--- config.mk ---
export PLATFORM = sky130hd
export DESIGN_NAME = link_csr_slave_port
export DESIGN_NICKNAME = d
export VERILOG_FILES = /design/src/hw/link_csr_slave_port.v /design/src/hw/tx_word_order.v
export VERILOG_INCLUDE_DIRS = /design/src /design/src/shared
export SDC_FILE = /design/constraint.sdc
export NUM_CORES = 1
export LEC_CHECK = 0
export ABC_AREA = 0
export BUFFER_PORTS_ARGS = -buffer_cell sky130_fd_sc_hd__buf_2
export CORE_MARGIN = 5
export CORE_UTILIZATION = 40
export DETAILED_ROUTE_END_ITERATION = 8
export HOLD_SLACK_MARGIN = 0.1
export PLACE_DENSITY_LB_ADDON = 0.05
export SETUP_SLACK_MARGIN = 0.02
export SKIP_LAST_GASP = 1
export SYNTH_ARGS = -nofsm -noshare
export SYNTH_HDL_FRONTEND = slang
export SYNTH_SLANG_ARGS = --single-unit
export TNS_END_PERCENT = 100
--- constraint.sdc ---
create_clock -name clk_sys -period 3.55 [get_ports clk_sys]
set_clock_uncertainty 0.15 [all_clocks]
set_input_delay 0 -clock clk_sys [delete_from_list [all_inputs] [get_ports clk_sys]]
set_output_delay 0 -clock clk_sys [all_outputs]
set_load 0.005 [all_outputs]
--- src/shared/link_csr_map.vh ---
`ifndef LINK_CSR_MAP_VH
`define LINK_CSR_MAP_VH

// ----------------------------------------------------------------
// Register map, word addresses
// ----------------------------------------------------------------
`define ADDR_W 8
`define COMMON_LANE_CONTROL_ADDR 8'h00
`define EVENT_STATUS_ADDR 8'h01
`define EVENT_SET_ADDR 8'h02
`define EVENT_SNAPSHOT_ADDR 8'h03

// ----------------------------------------------------------------
// Field positions and reset values
// ----------------------------------------------------------------
`define OCTET_ORDER_BIT 0
`define BIT_ORDER_BIT 1
`define SPARE_BIT 2
`define SPARE_RESET 1'h0
`define EVENT_W 4
`define EVENT_RESET 4'h0

// ----------------------------------------------------------------
// Timing
// ----------------------------------------------------------------
`define WRITE_STALL_CYCLES 0
`define READ_STALL_CYCLES 1
`define READ_RETURN_DELAY 1

`endif

--- src/hw/link_csr_slave_port.v ---
// Contract
// - No bursts, wait-request always zero
// - 32-bit data, word addressed
// - No byte enables, full-word writes
// - Writes zero wait, reads one-cycle latency
// - Fixed read-only bits constant, ignore writes
// - Variable read-only bits show live value
// - Read-clear bits clear after read
// - Read-write bits store written value
// - Write-one-clear: hardware sets, writing one clears
// - Clear beats simultaneous hardware set
// - Write-one-set: software sets, hardware clears
// - Set beats simultaneous hardware clear
// - Common control at zero; bits 31:3 zero
// - Bit 2 spare storage, resets zero
// - Bit 1 reports build bit order
// - Bit 0 reports build octet order
// - Octet order one reverses octets
// - Build-time fields ignore writes
`timescale 1ns/1ps
`include "link_csr_map.vh"

module link_csr_slave_port #(
    parameter OCTET_ORDER = 1'b0,
    parameter BIT_ORDER = 1'b0
) (
    input wire clk_sys,
    input wire rst,
    input wire [7:0] address,
    input wire read,
    input wire write,
    input wire [31:0] writedata,
    output reg [31:0] readdata,
    output wire waitrequest,
    input wire [`EVENT_W-1:0] event_set_hw,
    input wire [`EVENT_W-1:0] request_done_hw,
    input wire [`EVENT_W-1:0] live_state,
    input wire [31:0] tx_word_in,
    output reg [31:0] tx_word_out,
    output wire lane_spare_storage
);
    // ----------------------------------------------------------------
    // Storage
    // ----------------------------------------------------------------
    reg spare_reg;
    reg [`EVENT_W-1:0] write_one_clear_reg;
    reg [`EVENT_W-1:0] write_one_set_reg;
    reg [`EVENT_W-1:0] snapshot_reg;
    reg [31:0] read_word_next;
    wire [31:0] ordered_word;
    wire wr_common;
    wire wr_status;
    wire wr_set;
    wire rd_snapshot;

    // No wait states ever; reads return on the next edge
    assign waitrequest = 1'b0;
    assign lane_spare_storage = spare_reg;

    // Decodes compare the full word address, so aliases cannot occur
    assign wr_common = write && (address == `COMMON_LANE_CONTROL_ADDR);
    assign wr_status = write && (address == `EVENT_STATUS_ADDR);
    assign wr_set = write && (address == `EVENT_SET_ADDR);
    assign rd_snapshot = read && (address == `EVENT_SNAPSHOT_ADDR);

    // ----------------------------------------------------------------
    // Read mux
    // ----------------------------------------------------------------
    // Bits not listed stay zero; unmapped addresses read zero
    always @* begin
        read_word_next = 32'h00000000;
        case (address)
            `COMMON_LANE_CONTROL_ADDR: begin
                read_word_next[`SPARE_BIT] = spare_reg;
                read_word_next[`BIT_ORDER_BIT] = BIT_ORDER;
                read_word_next[`OCTET_ORDER_BIT] = OCTET_ORDER;
            end
            `EVENT_STATUS_ADDR: begin
                read_word_next[`EVENT_W-1:0] = write_one_clear_reg;
                read_word_next[`EVENT_W+3:`EVENT_W] = live_state;
            end
            `EVENT_SET_ADDR: begin
                read_word_next[`EVENT_W-1:0] = write_one_set_reg;
            end
            `EVENT_SNAPSHOT_ADDR: begin
                read_word_next[`EVENT_W-1:0] = snapshot_reg;
            end
            default: begin
                read_word_next = 32'h00000000;
            end
        endcase
    end

    // ----------------------------------------------------------------
    // Registered read data, one cycle after the read strobe
    // ----------------------------------------------------------------
    always @(posedge clk_sys) begin
        if (rst) begin
            readdata <= 32'h00000000;
        end else if (read) begin
            readdata <= read_word_next;
        end
    end

    // ----------------------------------------------------------------
    // Writable state
    // ----------------------------------------------------------------
    // Whole word taken; only bit 2 stores, build-time bits ignore writes
    always @(posedge clk_sys) begin
        if (rst) begin
            spare_reg <= `SPARE_RESET;
        end else if (wr_common) begin
            spare_reg <= writedata[`SPARE_BIT];
        end
    end

    // Hardware set, software clear wins the tie
    always @(posedge clk_sys) begin
        if (rst) begin
            write_one_clear_reg <= `EVENT_RESET;
        end else begin
            write_one_clear_reg <= (write_one_clear_reg | event_set_hw) &
                ~({`EVENT_W{wr_status}} & writedata[`EVENT_W-1:0]);
        end
    end

    // Software set, hardware clear loses the tie
    always @(posedge clk_sys) begin
        if (rst) begin
            write_one_set_reg <= `EVENT_RESET;
        end else begin
            write_one_set_reg <= (write_one_set_reg & ~request_done_hw) |
                ({`EVENT_W{wr_set}} & writedata[`EVENT_W-1:0]);
        end
    end

    // Captures hardware events; a read clears, but an event that same cycle survives
    always @(posedge clk_sys) begin
        if (rst) begin
            snapshot_reg <= `EVENT_RESET;
        end else if (rd_snapshot) begin
            snapshot_reg <= event_set_hw;
        end else begin
            snapshot_reg <= snapshot_reg | event_set_hw;
        end
    end

    // ----------------------------------------------------------------
    // Transmit word ordering per build options
    // ----------------------------------------------------------------
    tx_word_order #(
        .OCTET_REVERSE(OCTET_ORDER),
        .BIT_REVERSE(BIT_ORDER)
    ) u_order (
        .word_in(tx_word_in),
        .word_out(ordered_word)
    );

    // Registered so the serializer sees a clean word
    always @(posedge clk_sys) begin
        if (rst) begin
            tx_word_out <= 32'h00000000;
        end else begin
            tx_word_out <= ordered_word;
        end
    end
endmodule

--- src/hw/tx_word_order.v ---
`timescale 1ns/1ps

// Applies the build-time octet and bit order to one 32-bit transmit word.
module tx_word_order #(
    parameter OCTET_REVERSE = 1'b0,
    parameter BIT_REVERSE = 1'b0
) (
    input wire [31:0] word_in,
    output wire [31:0] word_out
);
    wire [31:0] octet_word;
    wire [31:0] mirror_word;

    // Octet swap then bit mirror
    assign octet_word = OCTET_REVERSE ?
        {word_in[7:0], word_in[15:8], word_in[23:16], word_in[31:24]} : word_in;

    genvar i;
    generate
        for (i = 0; i < 32; i = i + 1) begin : g_mirror
            assign mirror_word[i] = octet_word[31 - i];
        end
    endgenerate

    assign word_out = BIT_REVERSE ? mirror_word : octet_word;
endmodule

==> qor.yml <==
slew_violations: 0
h-tree-depth: 2
core_area_sq_um: 4750
min_delay_path_depth: 4
globalplace.congestion: 0.723
port_buffers: 100
slew_headroom_pct: 35.3
reg2reg_from: "snapshot_reg[1]"
synth_area_leader_cell: "dfxtp_1"
synth_cell_types: 29
dr.pass1.iters: 4
grt_pass1_wl_microns: 8650
die_area_sq_um: 6450
gr-total-overflow: 0
grt_max_degree: 57
worstSetupStartpointType: "input pin"
ys_seq_area_share_pct: 53.7
largest_register_ffs: 32
crit_type: "in2reg"
tns_ns: 0
hpwl_microns: 3370
synthCells: 190
synth_ff_type: "dfxtp_1"
ir_drop_v: 0.000212
wirelength_microns: 5610
critPathRequiredTime_ns: 3.60
wire_per_inst_microns: 13.1
numCtsBuffers: 5
cts.sinks: 53
fin_util_pct: 68.5
syn_avg_cell_area_sq_um: 10.4
power_leakage_uw: 0.00154
vias: 1863
num_rows: 25
hp-class: "in2reg"
syn-cell-area_sq_um: 1980
die_h_microns: 80.3
area_growth_syn_to_layout_pct: 64.8
status: "finished, final reports clean"
die_x_microns: 80.3
hold_viol: 0
cellPowerDensity_nw_per_um2: 368
yosysMostFrequentCell: "dfxtp_1"
ys_seq_elements: 53
post_cts_resized: 0
antenna_found_initial: 0
n_antenna_cell: 0
critical_path.startpoint: "address[6]"
cts_setup_buffers: 0
nFillCells: 393
max_freq_mhz: 347
clockBufferDepth: 2
ant_nets: 0
largest_register: "tx_word_out"
drc: 0
setup.worst_path.end: "readdata[0]"
reg.largest.list: "tx_word_out x32, readdata x8"
synth.area.top_cells: "dfxtp_1, nor2b_1, buf_4"
period_needed_ns: 2.88
crit_arrival_ns: 2.93
cts-root-buf: "clkbuf_8"
drive_gt1_share_pct: 33.3
r2r_cells: 5
clk_pin_slew_worst_paths_ns: 0.09
synth-edff-count: 0
grt_setup_unrepaired: "false"
worst_slew_pin_slew_ns: 0.971
cts_tree: "yes"
yosys_warnings: 0
r2r_slack_ns: 1.35
async_reset_ff_share_pct: 0
maxCapViolations: 0
fin_crit_sh_pct: 81.1
synthTopCellsByCount: "dfxtp_1, nor2b_1, buf_4"
boundaryPins: 154
via_per_inst: 4.36
synth_top_area_share_pct: 53.7
initialDrtViolationCount: 66
track_usage_pct: 17.3
rr_endpoint: "readdata[1]"
grt_pass1_vias: 1912
fin_nets: 447
initial_utilization_pct: 41.6
path_max_fanout: 4
worstSkewPairLatency_ns: 0.29
finalSetupViolCount: 0
worstSetupEndpointType: "register"
==> worst max-delay path, cell delays in order <==
cell	delay [ns]
dlygate4sd3_1	0.54
buf_2	0.13
or4_4	0.55
dlygate4sd3_1	0.59
or3_4	0.39
dlygate4sd3_1	0.61
o32ai_1	0.13
==> timing repair <==
| item | CTS | global route |
|---|---|---|
| endpoints found under the hold margin | 53 | 0 |
| setup endpoints to repair | 0 | 0 |
| hold buffers | 71 | 0 |
==> where the power goes <==
| part | internal, uW | switching [uW] |
|---|---|---|
| registers | 620 | 7.45 |
| logic | 100 | 67.1 |
| clock network | 211 | 194 |
==> layout by cell type, fill, tap and decap left out, drive strengths merged, types with 2 or more instances in the layout <==
master	Yosys	routed
buf	26	100
dlygate4sd3	0	71
dfxtp	53	53
nor2b	33	33
conb	1	25
nor2	16	16
inv	5	5
clkbuf	7	5
a22o	4	4
o32ai	4	4
a311oi	4	4
nand2	4	4
or3b	4	4
o31ai	4	4
a211oi	4	4
nand2b	3	3
mux2	3	3
a22oi	3	3
nand3	2	2
nor4	2	2
==> stage by stage <==
step / instance area [sq um] / setup slack [ns] / power, uW / hold slack, ns / instances
final: 3260 / 0.670 / 1200 / 0.109 / 427
after detailed placement: 2430 / 1.88 / 754 / 0.0629 / 348
after global placement: 2430 / 1.86 / 753 / 0.0567 / 348
after floorplan: 2070 / 2.26 / 713 / -0.0413 / 214
after global routing: 3260 / 0.564 / 1260 / 0.132 / 427
after CTS: 3260 / 0.686 / 1220 / 0.107 / 427
==> worst min path at each step <==
stage | start | to
after global routing | address[7] | snapshot_reg[3]
final | address[1] | readdata[0]
after global placement | tx_word_in[14] | tx_word_out[14]
after floorplan | writedata[2] | write_one_clear_reg[2]
after detailed placement | tx_word_in[22] | tx_word_out[22]
after CTS | address[7] | snapshot_reg[1]
==> layer usage <==
layer  GRT usage (%)  vias to the layer above  routed length, microns
met4            5.74                        0                      89
met2            31.0                       80                    2750
met3            3.81                        6                     362
met1            20.1                      850                    2410
met5               0                        -                       0
li1                -                      927                       -
==> kinds of logic after synthesis <==
| family | Yosys count | synth area share [%] |
|---|---|---|
| AO/OA/AOI/OAI | 23 | 9.49 |
| buffers and inverters | 38 | 12.0 |
| flip-flops | 53 | 53.7 |
| multiplexers | 5 | 3.35 |
| other | 1 | 0.190 |
| AND/OR/NAND/NOR | 70 | 21.3 |
==> area by class of cell <==
cell class	instances	area [sq um]	share of cell area (%)
Timing Repair Buffer	171	1210	37.2
Sequential cell	53	1060	32.6
Multi-Input combinational cell	123	768	23.6
Tap cell	67	83.8	2.57
Clock buffer	5	68.8	2.11
Clock inverter	3	46.3	1.42
Inverter	5	18.8	0.576
(Power assumes the default switching activity.)
